==> src/fault_prot_regs.vh <==
// constants for the multiphase fault supervisor
`ifndef FAULT_PROT_REGS_VH
`define FAULT_PROT_REGS_VH
`define NUM_PHASES      4
`define CODE_WIDTH      6
`define CODE_NO_LOAD    6'h3f
`define MV_WIDTH        12
`define UV_NUM          14'h0003
`define UV_SHIFT        2
`define OV_AUX_MV       12'h708
`define OV_PRE_MV       12'h6a4
`define OV_SS_FLOOR_MV  12'h5dc
`define OV_MARGIN_MV    12'h0c8
`define OV_RELEASE_MV   12'h258
`define OV_RELEASE_NV   12'h5dc
`define PHASE_OC_CYCLES 4'h8
`define HICCUP_CYCLES   13'h1000
`define SS_DELAY_CYCLES 7'h40
`define RAMP_STEP_MV    12'h001
`endif

==> src/multiphase_fault_protection.v <==
// fault supervisor: power good, phase drive, crowbar, hiccup retry
`timescale 1ns/10ps
`default_nettype none
`include "fault_prot_regs.vh"
module multiphase_fault_protection (
	// clock and reset
	input  wire                    clk,
	input  wire                    sys_rst,
	// switching cycle tick from the internal pwm clock
	input  wire                    cycleTick,
	// enables and bias state (pins)
	input  wire                    analogEnableIn,
	input  wire                    logic_enable_in,
	input  wire                    biasValidIn,
	input  wire                    biasAuxIn,
	input  wire [`CODE_WIDTH-1:0]  voltage_id_code,
	// target level in mV for the current code
	input  wire [`MV_WIDTH-1:0]    targetMv,
	// digitised sense voltages in mV
	input  wire [`MV_WIDTH-1:0]    output_sense_in,
	input  wire [`MV_WIDTH-1:0]    diff_sense_voltage,
	// current comparators
	input  wire                    average_phase_current,
	input  wire [`NUM_PHASES-1:0]  phaseOverIn,
	// outputs
	output reg                     power_good_out,
	output reg                     pgoodOe_n,
	output reg                     pwmForceLow,
	output reg                     pwmHighZ,
	output reg                     crowbar_drive_out,
	output reg                     driver_enable_out,
	output reg  [`MV_WIDTH-1:0]    rampLevel,
	output reg                     ovTripLevelValid,
	output reg  [`MV_WIDTH-1:0]    ovTripLevel
);
	localparam ST_OFF   = 3'h0;
	localparam ST_DELAY = 3'h1;
	localparam ST_RAMP  = 3'h2;
	localparam ST_RUN   = 3'h3;
	localparam ST_OC    = 3'h4;
	localparam ST_OV    = 3'h5;

	wire [`NUM_PHASES+4:0] syncBits;
	input_sync #(.WIDTH(`NUM_PHASES+5)) uSync (
		.clk     (clk),
		.sys_rst (sys_rst),
		.asyncIn ({phaseOverIn, average_phase_current, biasAuxIn, biasValidIn, logic_enable_in, analogEnableIn}),
		.syncOut (syncBits)
	);
	wire enA    = syncBits[0];
	wire enL    = syncBits[1];
	wire bValid = syncBits[2];
	wire bAux   = syncBits[3];
	wire avgOc  = syncBits[4];
	wire [`NUM_PHASES-1:0] phOver = syncBits[`NUM_PHASES+4:5];

	reg [2:0]             state_reg;
	reg [2:0]             state_next;
	reg [12:0]            cnt_reg;
	reg [12:0]            cnt_next;
	reg                   ovLatch_reg;
	reg                   ovHold_reg;
	reg                   ssDone_reg;
	reg [`MV_WIDTH-1:0]   ramp_next;
	reg [`MV_WIDTH-1:0]   trip_next;

	wire noLoad  = (voltage_id_code == `CODE_NO_LOAD);
	wire enabled = enA && enL && bValid && !noLoad;
	wire hardOff = !enA || !enL || !bValid;

	wire [`MV_WIDTH-1:0] tgtPlus = targetMv + `OV_MARGIN_MV;
	wire [13:0] uvScaled = {2'b00, targetMv} * `UV_NUM;
	wire underV = ({output_sense_in, 2'b00} < uvScaled);

	always @* begin
		trip_next = `OV_PRE_MV;
		if (!bValid) begin
			trip_next = `OV_AUX_MV;
		end else if (ovLatch_reg) begin
			trip_next = tgtPlus;
		end else if (state_reg == ST_DELAY || state_reg == ST_RAMP) begin
			trip_next = (tgtPlus > `OV_SS_FLOOR_MV) ? tgtPlus : `OV_SS_FLOOR_MV;
		end else if (state_reg == ST_RUN) begin
			trip_next = tgtPlus;
		end
	end
	wire [`MV_WIDTH-1:0] senseV = bValid ? diff_sense_voltage : output_sense_in;
	wire overV  = (bValid || bAux) && (senseV > trip_next);

	wire phaseTrip;
	phase_oc_counter uPhOc (
		.clk       (clk),
		.sys_rst   (sys_rst),
		.cycleTick (cycleTick),
		.clearIn   (state_reg != ST_RUN && state_reg != ST_RAMP),
		.phaseOver (phOver),
		.phaseTrip (phaseTrip)
	);
	wire ocTrip = (avgOc || phaseTrip) && (state_reg == ST_RAMP || state_reg == ST_RUN);

	always @* begin
		state_next = state_reg;
		cnt_next   = cnt_reg;
		ramp_next  = rampLevel;
		case (state_reg)
			ST_OFF: begin
				ramp_next = 12'h000;
				if (enabled && !ovLatch_reg) begin
					state_next = ST_DELAY;
					cnt_next   = 13'h0000;
				end
			end
			ST_DELAY: begin
				if (cycleTick) begin
					cnt_next = cnt_reg + 13'h0001;
				end
				if (cycleTick && cnt_reg == {6'h00, `SS_DELAY_CYCLES} - 13'h0001) begin
					state_next = ST_RAMP;
				end
			end
			ST_RAMP: begin
				if (cycleTick && rampLevel < targetMv) begin
					ramp_next = rampLevel + `RAMP_STEP_MV;
				end
				if (rampLevel >= targetMv) begin
					ramp_next  = targetMv;
					state_next = ST_RUN;
				end
			end
			ST_RUN: begin
				ramp_next = targetMv;
			end
			ST_OC: begin
				if (cycleTick) begin
					cnt_next = cnt_reg + 13'h0001;
				end
				if (cycleTick && cnt_reg == `HICCUP_CYCLES - 13'h0001) begin
					state_next = enabled ? ST_DELAY : ST_OFF;
					cnt_next   = 13'h0000;
					ramp_next  = 12'h000;
				end
			end
			ST_OV: begin
				ramp_next = 12'h000;
			end
			default: begin
				state_next = ST_OFF;
			end
		endcase
		if (state_reg != ST_OFF && state_reg != ST_OV && !enabled) begin
			state_next = ST_OFF;
		end else if (overV && state_reg != ST_OFF) begin
			state_next = ST_OV;
		end else if (ocTrip) begin
			state_next = ST_OC;
			cnt_next   = 13'h0000;
		end
		// overvoltage halts until enables or bias cycle
		if (state_reg == ST_OV && hardOff) begin
			state_next = ST_OFF;
		end
	end

	always @(posedge clk or posedge sys_rst) begin
		if (sys_rst) begin
			state_reg         <= ST_OFF;
			cnt_reg           <= 13'h0000;
			ovLatch_reg       <= 1'b0;
			ovHold_reg        <= 1'b0;
			ssDone_reg        <= 1'b0;
			rampLevel         <= 12'h000;
			ovTripLevel       <= `OV_PRE_MV;
			ovTripLevelValid  <= 1'b0;
			power_good_out    <= 1'b0;
			pgoodOe_n         <= 1'b0;
			pwmForceLow       <= 1'b0;
			pwmHighZ          <= 1'b1;
			crowbar_drive_out <= 1'b0;
			driver_enable_out <= 1'b0;
		end else begin
			state_reg        <= state_next;
			cnt_reg          <= cnt_next;
			rampLevel        <= ramp_next;
			ovTripLevel      <= trip_next;
			ovTripLevelValid <= bValid || bAux;
			// latch cleared only by disable or bias loss
			if (overV) begin
				ovLatch_reg <= 1'b1;
			end else if (hardOff) begin
				ovLatch_reg <= 1'b0;
			end
			// force low on every overvoltage onset
			if (overV) begin
				ovHold_reg <= 1'b1;
			end else if (senseV < (bValid ? `OV_RELEASE_MV : `OV_RELEASE_NV) ||
					(bValid && diff_sense_voltage <= targetMv)) begin
				// release at reference or below 0.6V with bias valid, below 1.5V without
				ovHold_reg <= 1'b0;
			end
			if (state_next == ST_RUN) begin
				ssDone_reg <= 1'b1;
			end else if (!enabled || state_next == ST_OC || state_next == ST_DELAY) begin
				ssDone_reg <= 1'b0;
			end
			// power good from soft-start and undervoltage
			power_good_out <= (ssDone_reg || state_next == ST_RUN) && enabled && !underV;
			pgoodOe_n      <= (ssDone_reg || state_next == ST_RUN) && enabled && !underV;
			crowbar_drive_out <= overV || ovHold_reg;
			pwmForceLow       <= overV || ovHold_reg;
			// high-impedance unless regulating or forcing low
			pwmHighZ <= !(overV || ovHold_reg) && state_next != ST_RUN && state_next != ST_RAMP;
			if (overV || ovHold_reg || state_next == ST_OV) begin
				driver_enable_out <= output_sense_in > `OV_RELEASE_MV;
			end else begin
				driver_enable_out <= (state_next == ST_RAMP || state_next == ST_RUN) && !ocTrip;
			end
		end
	end
endmodule // multiphase_fault_protection
`default_nettype wire

==> src/input_sync.v <==
// three-flop synchroniser that passes a change once two stages agree
`timescale 1ns/10ps
`default_nettype none
module input_sync #(
	parameter WIDTH = 1
) (
	// clock and reset
	input  wire             clk,
	input  wire             sys_rst,
	// asynchronous input and filtered output
	input  wire [WIDTH-1:0] asyncIn,
	output reg  [WIDTH-1:0] syncOut
);
	reg [WIDTH-1:0] stage1Reg;
	reg [WIDTH-1:0] stage2Reg;
	reg [WIDTH-1:0] stage3Reg;
	genvar i;
	always @(posedge clk or posedge sys_rst) begin
		if (sys_rst) begin
			stage1Reg <= {WIDTH{1'b0}};
			stage2Reg <= {WIDTH{1'b0}};
			stage3Reg <= {WIDTH{1'b0}};
		end else begin
			stage1Reg <= asyncIn;
			stage2Reg <= stage1Reg;
			stage3Reg <= stage2Reg;
		end
	end
	generate
		for (i = 0; i < WIDTH; i = i + 1) begin : gBit
			always @(posedge clk or posedge sys_rst) begin
				if (sys_rst) begin
					syncOut[i] <= 1'b0;
				end else if (stage2Reg[i] == stage3Reg[i]) begin
					syncOut[i] <= stage3Reg[i];
				end
			end
		end
	endgenerate
endmodule // input_sync
`default_nettype wire

==> src/phase_oc_counter.v <==
// per-phase sustained overcurrent detector, one counter per phase
`timescale 1ns/10ps
`default_nettype none
`include "fault_prot_regs.vh"
module phase_oc_counter (
	// clock and reset
	input  wire                    clk,
	input  wire                    sys_rst,
	// switching cycle tick and phase comparators
	input  wire                    cycleTick,
	input  wire                    clearIn,
	input  wire [`NUM_PHASES-1:0]  phaseOver,
	// any phase sustained over reference
	output wire                    phaseTrip
);
	wire [`NUM_PHASES-1:0] hit;
	genvar i;
	generate
		for (i = 0; i < `NUM_PHASES; i = i + 1) begin : gPh
			reg [3:0] cnt_reg;
			always @(posedge clk or posedge sys_rst) begin
				if (sys_rst) begin
					cnt_reg <= 4'h0;
				end else if (clearIn || !phaseOver[i]) begin
					cnt_reg <= 4'h0;
				end else if (cycleTick && cnt_reg != `PHASE_OC_CYCLES) begin
					cnt_reg <= cnt_reg + 4'h1;
				end
			end
			assign hit[i] = (cnt_reg == `PHASE_OC_CYCLES);
		end
	endgenerate
	assign phaseTrip = |hit;
endmodule // phase_oc_counter
`default_nettype wire

==> config.mk <==
export PLATFORM = sky130hd
export DESIGN_NAME = multiphase_fault_protection
export DESIGN_NICKNAME = d
export VERILOG_FILES = /design/src/multiphase_fault_protection.v /design/src/input_sync.v /design/src/phase_oc_counter.v
export VERILOG_INCLUDE_DIRS = /design/src /design/src/src
export SDC_FILE = /design/constraint.sdc
export NUM_CORES = 1
export LEC_CHECK = 0
export ABC_CLOCK_PERIOD_IN_PS = 4160
export BUFFER_PORTS_ARGS = -buffer_cell sky130_fd_sc_hd__buf_2
export CORE_MARGIN = 5
export CORE_UTILIZATION = 48
export DETAILED_ROUTE_END_ITERATION = 8
export HOLD_SLACK_MARGIN = 0.06
export PLACE_DENSITY = 0.68
export SLEW_MARGIN = 20
export SYNTH_ARGS = -nofsm -noshare
export SYNTH_HDL_FRONTEND = slang
export SYNTH_SLANG_ARGS = --single-unit
==> constraint.sdc <==
create_clock -name clk -period 4.16 [get_ports clk]
set_input_delay 0.832 -clock clk [delete_from_list [all_inputs] [get_ports clk]]
set_output_delay 0.832 -clock clk [all_outputs]
set_load 0.01 [all_outputs]
==> Implementation_results.wiki, run 1 <==
{| class="wikitable"
! Metric !! Value
|-
| Hold Startpoint || uSync.stage1Reg[6]$_DFF_PP0_
|-
| Post-CTS clock slew at the launch and capture registers of the worst setup and hold paths || 0.08 ns
|-
| Post-layout minimum cycle time || 3.99 ns
|-
| Number of max-capacitance violations reported || 0
|-
| Drt via density || 5.73
|-
| Largest register FFs || 16
|-
| PD cells || 398 mW/mm2
|-
| Cell count after synthesis || 697
|-
| Count of TritonRoute iterations in the first routing pass || 5
|-
| Slew of the pin with the lowest slew margin || 0.840 ns
|-
| Cell leakage power || 3.74 nW
|-
| Hold Slack || 0.354 ns
|-
| Worst-path cell chain || buf_2 > ha_1 > a21o_1 > a21oi_4 > or3_4 > o311ai_4 > nor3_2 > nor2b_2 > buf_4 > a21boi_1 > ha_1 > nand4_1 > o31ai_2 > a31oi_4 > or2_2 > a31oi_1 > mux2_1
|-
| Number of hold violations in the final report || 0
|-
| Post-synth EDFFs || 0
|-
| Maximum root-to-sink buffer count || 2
|-
| # H-tree levels || 3
|-
| FFs w/ async S/R, synth || 1.00
|-
| Residual antenna-violating net count after detailed routing || 0
|-
| Overall Global Routing Usage || 0.217
|-
| Maximum net fanout on the critical path || 6
|-
| Via count of the first global-routing pass || 5870
|-
| Number of design rule violations left after detail routing || 0
|-
| Highest clock rate || 0.250 GHz
|-
| Critical path start-end classification || in -> reg
|-
| Storage cell area || 0.00251 mm2
|-
| Flop-to-flop setup slack || 0.60 ns
|-
| Worst setup startpoint || targetMv[3]
|-
| Filler cells || 1237
|-
| Register-to-Register Path Depth || 12
|-
| Final nets || 952
|-
| Top library cells by usage in the layout, fill and taps aside || dfrtp_1 (94), buf_2 (84), ha_1 (74)
|-
| Crit path setup slack, layout || 0.166 ns
|-
| Final global-route overflow total || 0
|-
| Slowest cell on the critical path || o31ai_2
|-
| Worst Path Arrival || 4.24 ns
|-
| Result of the run || finished, final reports clean
|-
| Summed instance area of the synthesized netlist || 0.00670 mm2
|-
| Number of antenna violations at the first check in global routing || 0
|-
| Synth Net Count || 827
|-
| Routed wire length || 17.5 mm
|-
| Arithmetic-cell share of the synthesized area counting full adders, half adders and majority gates || 0.157
|-
| Share of synthesized cell area in and, or, nand and nor gates || 0.171
|-
| Path type of the worst min-delay path || reg -> reg
|-
| Distinct cell type count of the synthesized netlist || 79
|-
| Cell type with the highest aggregate area in the netlist || dfrtp_1
|-
| DR iter-0 viols || 343
|-
| Maximum number of pins on one net before global-route repair || 39
|-
| DPL Wire Length || 13.9 mm
|-
| Area used by multi-input combinational logic || 0.00401 mm2
|-
| Count of final max-slew check failures || 0
|-
| Count of final setup violators || 0
|-
| Kind of launch point of the worst setup path || primary input
|-
| Worst skew pair latency || 0.36 ns
|-
| Row Count || 43
|-
| Worst flop-to-flop path endpoint || driver_enable_out$_DFF_PP0_
|-
| Final sum of negative setup slack || 0 ns
|-
| PortBufs || 84
|-
| # IOs || 85
|-
| Area growth from synthesis to layout || 19.8%
|-
| Mean instance size in the synthesized netlist || 9.61 um2
|-
| Total of flip-flops plus latches after synthesis || 100
|-
| Area inside the core boundary || 0.0138 mm2
|-
| Worst vdd ir || 0.211 mV
|-
| Synth area leaders || dfrtp_1 (35%), ha_1 (14%), nor2_1 (3.4%), a21oi_1 (3.2%), dfstp_2 (2.4%)
|-
| Maximum cell stage delay along the critical path || 0.34 ns
|-
| Final core utilization || 0.582
|-
| Max Clock Skew || 0.00586 ns
|-
| Most used cell along the critical path || ha_1
|-
| Post CTS Setup Buffer Count || 0
|-
| Starting density of the core || 0.486
|-
| Global-route wire length before repair || 28.4 mm
|-
| Worst hold path endpoint || uSync.stage2Reg[6]$_DFF_PP0_
|-
| Worst slew margin relative to its limit || 0.439
|-
| Average wire per standard cell || 17.4 um
|-
| Clock Root Buffer || clkbuf_16
|-
| Parity-gate share of the synthesized area counting xor and xnor cells || 0.0379
|-
| Die X || 128 um
|-
| Share of synthesized area spent on multiplexers || 0.0264
|-
| DP Worst Slack || -0.427 ns
|-
| Dominant synthesized flop cell || dfrtp_1
|-
| Yosys warns || 0
|-
| Largest family of logic cells by synthesized area || compound AO/OA/AOI/OAI gates
|-
| Crit. End Element || flip-flop
|-
| ANT cells || 0
|-
| Vias after detailed routing || 5773
|-
| Number of hold-repair buffers added at the cts stage || 0
|-
| Final estimated routing congestion in global placement || 0.947
|-
| Compound-gate portion of the synthesized area || 0.193
|-
| Die Outline Area || 0.0164 mm2
|-
| CTS buffer count || 9
|-
| Post-synthesis sequential area ratio || 0.375
|-
| TritonCTS Sinks || 100
|-
| Most frequent standard cell in the layout excluding fill and tap cells || dfrtp_1
|-
| TritonCTS clock tree || yes
|-
| Share of the synthesized area in the top cell type || 0.351
|-
| Share of the cycle needed by the critical path after routing || 0.960
|-
| Required arrival time at the worst endpoint || 4.40 ns
|-
| Critical R2R Launch || state_reg[2]$_DFF_PP0_
|-
| Die outline height || 128 um
|-
| Share of post-route cells with drive strength above 1 || 0.245
|-
| Worst hold stages || 0
|}
per-stage QoR:
stage	power (W)	cells	instance area [um2]
after floorplan	0.00197	697	6700
after global placement	0.00229	991	7620
after detailed placement	0.00232	991	7620
after CTS	0.00320	1007	7940
after global routing	0.00341	1007	8020
final	0.00319	1007	8020
cells in the mapped netlist (8+ instances only):
master and count:
nand2_1 41, xor2_1 15, maj3_1 9, o21ai_0 23, mux2_2 11, and3_1 13, nand3_1 21, nor3_1 9
xnor2_1 14, nand4_1 15, a21oi_1 43, o21ai_1 15, nor2_1 60, inv_1 41, ha_1 75, a21o_1 8
nand3b_1 9, o31ai_1 8, dfrtp_1 94, o21a_1 10
repair_timing:
item                       CTS  global route
pin swaps                    0             6
setup endpoints to repair   12            17
resized for setup            1            19
per-layer routing:
| metal | vias up | wire length, um | GRT usage |
|---|---|---|---|
| li1 | 2802 | - | - |
| met1 | 2800 | 7400 | 0.264 |
| met2 | 140 | 8840 | 0.379 |
| met3 | 31 | 823 | 0.0379 |
| met4 | 0 | 486 | 0.0905 |
| met5 | - | 0 | 0 |
power breakdown:
| group | internal (W) | switching [W] | total, W |
|---|---|---|---|
| clock | 0.000432 | 0.000427 | 0.000859 |
| sequential | 0.00107 | 0.0000764 | 0.00115 |
| combinational | 0.000498 | 0.000689 | 0.00119 |
worst max-delay path, delay by kind of cell:
| family | cells | cell delay (ns) |
|---|---|---|
| fa+ha+maj | 2 | 0.54 |
| buf+inv | 2 | 0.27 |
| simple gates | 5 | 0.96 |
| mux | 1 | 0.34 |
| compound gates | 7 | 1.28 |
worst max path at each step:
stage | end | slack (ns) | depth (start not counted)
after floorplan | driver_enable_out$_DFF_PP0_ | 0.08 | 17
after global placement | cnt_reg[1]$_DFF_PP0_ | -0.22 | 16
after detailed placement | cnt_reg[4]$_DFF_PP0_ | -0.43 | 17
after CTS | driver_enable_out$_DFF_PP0_ | 0.02 | 18
after global routing | driver_enable_out$_DFF_PP0_ | -0.02 | 17
final | driver_enable_out$_DFF_PP0_ | 0.17 | 17
logic make-up after synthesis:
kind of cell / Yosys count
DFF: 100
muxes: 16
and+or+nand+nor: 215
AOI/OAI and AO/OA: 189
buffers and inverters: 63
adders and majority gates: 85
xor gates and xnor gates: 29
final cells by class:
class	count	share of cell area
clock inverters	7	0.0114
flip-flops and latches	100	0.313
clock buffers	9	0.0281
multi-input cells	534	0.499
inverters	42	0.0200
well taps	180	0.0281
repair buffers	135	0.100
(Power assumes the default switching activity.)
==> inputs of run 2 (changes only) <==
--- a/config.mk
+++ b/config.mk
@@ -11,6 +11,7 @@
 export CORE_MARGIN = 5
 export CORE_UTILIZATION = 48
 export DETAILED_ROUTE_END_ITERATION = 8
+export GPL_TIMING_DRIVEN = 0
 export HOLD_SLACK_MARGIN = 0.06
 export PLACE_DENSITY = 0.68
 export SLEW_MARGIN = 20
==> Implementation_results.wiki, run 2 (synthesis gave the netlist of run 1 again) <==
{| class="wikitable"
! Metric !! Value
|-
| Register-to-Register Path Depth || 13 (+1)
|-
| Worst Path Arrival || 4.34 ns (+0.10 ns)
|-
| DR iter-0 viols || 413 (+20%)
|-
| Post-CTS clock slew at the launch and capture registers of the worst setup and hold paths || 0.08 ns (about the same)
|-
| Slew of the pin with the lowest slew margin || 0.751 ns (-0.0885 ns)
|-
| Average wire per standard cell || 18.2 um (+4.4%)
|-
| ANT cells || 0 (unchanged)
|-
| Area used by multi-input combinational logic || 0.00422 mm2 (+5.4%)
|-
| Flop-to-flop setup slack || 0.52 ns (-0.08 ns)
|-
| Number of hold violations in the final report || 0 (unchanged)
|-
| Final global-route overflow total || 0 (unchanged)
|-
| Die X || 128 um (unchanged)
|-
| TritonCTS clock tree || yes
|-
| Worst vdd ir || 0.343 mV (+62%)
|-
| Highest clock rate || 0.245 GHz (-2.3%)
|-
| Maximum root-to-sink buffer count || 2 (unchanged)
|-
| Post-layout minimum cycle time || 4.09 ns (+0.0955 ns)
|-
| Unrepaired setup endpoints after global routing || yes
|-
| Path type of the worst min-delay path || reg -> reg
|-
| Hold Startpoint || uSync.stage1Reg[8]$_DFF_PP0_
|-
| Kind of launch point of the worst setup path || primary input
|-
| Worst flop-to-flop path endpoint || driver_enable_out$_DFF_PP0_
|-
| DP Worst Slack || -0.947 ns (-0.520 ns)
|-
| CTS buffer count || 9 (unchanged)
|-
| Required arrival time at the worst endpoint || 4.41 ns (about the same)
|-
| Result of the run || finished, final reports clean
|-
| Maximum net fanout on the critical path || 8 (+2)
|-
| Worst slew margin relative to its limit || 0.496 (+0.0568)
|-
| Global-route wire length before repair || 29.1 mm (+2.4%)
|-
| Area inside the core boundary || 0.0138 mm2 (unchanged)
|-
| Crit path setup slack, layout || 0.0705 ns (-0.0955 ns)
|-
| Maximum number of pins on one net before global-route repair || 73 (+87%)
|-
| Die Outline Area || 0.0164 mm2 (unchanged)
|-
| Routed wire length on met3 || 886 um (+7.7%)
|-
| Number of antenna violations at the first check in global routing || 0 (unchanged)
|-
| # H-tree levels || 3 (unchanged)
|-
| Met1 wire length || 7.56 mm (+2.1%)
|-
| DPL Wire Length || 13.5 mm (-2.5%)
|-
| Row Count || 43 (unchanged)
|-
| # IOs || 85 (unchanged)
|-
| Max Clock Skew || 0.0145 ns (+0.00864 ns)
|-
| Count of final setup violators || 0 (unchanged)
|-
| TritonCTS Sinks || 100 (unchanged)
|-
| PortBufs || 84 (unchanged)
|-
| Total power draw || 0.00330 W (+3.3%)
|-
| Max layer used || met4
|-
| PD cells || 405 mW/mm2 (+1.7%)
|-
| Share of post-route cells with drive strength above 1 || 0.254 (+0.00883)
|-
| Via count of the first global-routing pass || 5890 (+0.34%)
|-
| Final nets || 939 (-1.4%)
|-
| Cell leakage power || 3.70 nW (-1.1%)
|-
| Die outline height || 128 um (unchanged)
|-
| Share of the cycle needed by the critical path after routing || 0.983 (+0.0229)
|-
| Overall Global Routing Usage || 0.220 (+0.00277)
|-
| Worst hold path endpoint || uSync.stage2Reg[8]$_DFF_PP0_
|-
| Top library cells by usage in the layout, fill and taps aside || dfrtp_1 (94), buf_2 (86), ha_1 (64)
|-
| Final core utilization || 0.592 (+0.00918)
|-
| Drt via density || 5.90 (+2.9%)
|-
| Number of design rule violations left after detail routing || 0 (unchanged)
|-
| Count of TritonRoute iterations in the first routing pass || 5 (unchanged)
|-
| Final sum of negative setup slack || 0 ns (unchanged)
|-
| Starting density of the core || 0.486 (unchanged)
|-
| Crit. End Element || flip-flop
|-
| Vias after detailed routing || 5861 (+1.5%)
|-
| Largest register FFs || 16 (unchanged)
|-
| Area growth from synthesis to layout || 21.7%
|-
| Number of max-capacitance violations reported || 0 (unchanged)
|-
| Worst skew pair latency || 0.36 ns (about the same)
|-
| Wire length on met2 || 9.27 mm (+4.9%)
|-
| Worst hold stages || 0 (unchanged)
|-
| Critical R2R Launch || state_reg[2]$_DFF_PP0_
|-
| Count of final max-slew check failures || 0 (unchanged)
|-
| Most frequent standard cell in the layout excluding fill and tap cells || dfrtp_1
|-
| Clock Root Buffer || clkbuf_16
|-
| Final estimated routing congestion in global placement || 0.924 (-2.4%)
|-
| Residual antenna-violating net count after detailed routing || 0 (unchanged)
|-
| Routed wire length || 18.1 mm (+3.0%)
|-
| Critical path start-end classification || in -> reg
|-
| Storage cell area || 0.00251 mm2 (unchanged)
|-
| Filler cells || 1177 (-4.9%)
|}
run 2: changes by cell type in the layout (fill, tap and decap cells not counted), moves of 3 or more:
cell,before,now
buf_4,51,20
buf_6,0,5
clkbuf_1,0,6
clkinv_8,4,1
ha_1,74,64
ha_4,0,8
run 2: worst max-delay path by stage:
stage	from	end	slack, ns	cells after the start
floorplan	targetMv[6]	driver_enable_out$_DFF_PP0_	0.08	17
global placement	targetMv[6]	pgoodOe_n$_DFF_PP0_	-0.88	18
detailed placement	targetMv[6]	pgoodOe_n$_DFF_PP0_	-0.95	18
CTS	targetMv[7]	driver_enable_out$_DFF_PP0_	0.03	18
global route	targetMv[7]	driver_enable_out$_DFF_PP0_	-0.03	18
finish	targetMv[6]	driver_enable_out$_DFF_PP0_	0.07	18
run 2: critical path, stage by stage:
cell,delay (ns)
buf_6,0.12
inv_4,0.06
ha_2,0.17
a21o_4,0.22
xnor2_2,0.21
nand4b_1,0.18
a21oi_4,0.24
nor3_4,0.07
buf_6,0.14
buf_6,0.12
o21a_4,0.22
ha_4,0.26
nand4_1,0.15
a211o_1,0.30
a31oi_4,0.37
a21o_1,0.24
a31oi_4,0.10
mux2_4,0.31
run 2: cell type report:
type                       instances  share of cell area
sequential                       100               0.308
timing repair buffer             101              0.0746
inverter                          42              0.0206
multi-input combinational        534               0.518
clock inverter                     6             0.00783
tap                              180              0.0276
buffer                            21              0.0137
clock buffer                      10              0.0293
run 2: per-stage QoR:
stage / hold slack [ns] / instance area [um2] / cells
after global routing: 0.359 / 8150 / 994
final: 0.353 / 8150 / 994
after global placement: 0.335 / 7340 / 961
after CTS: 0.355 / 7850 / 984
after detailed placement: 0.338 / 7380 / 962
after floorplan: 0.331 / 6700 / 697
run 2: layer usage:
layer  track usage  vias up
li1              -     2787
met1         0.270     2877
met2         0.386      169
met3        0.0375       28
met4        0.0836        0
met5             0        -
run 2: repair_timing:
action                                  4_1_cts  5_1_grt
pin swaps                                    14       30
hold buffers                                  0        0
endpoints found under the setup margin       23       13
cloned                                        0        0
buffers inserted                              6       10
gates resized for setup                      28       48
run 2: power breakdown:
part | switching (W) | leakage [nW] | total, W | internal, W
Combinational | 0.000758 | 2.29 | 0.00131 | 0.000551
Clock | 0.000415 | 0.146 | 0.000855 | 0.000440
Sequential | 0.0000616 | 1.26 | 0.00113 | 0.00107
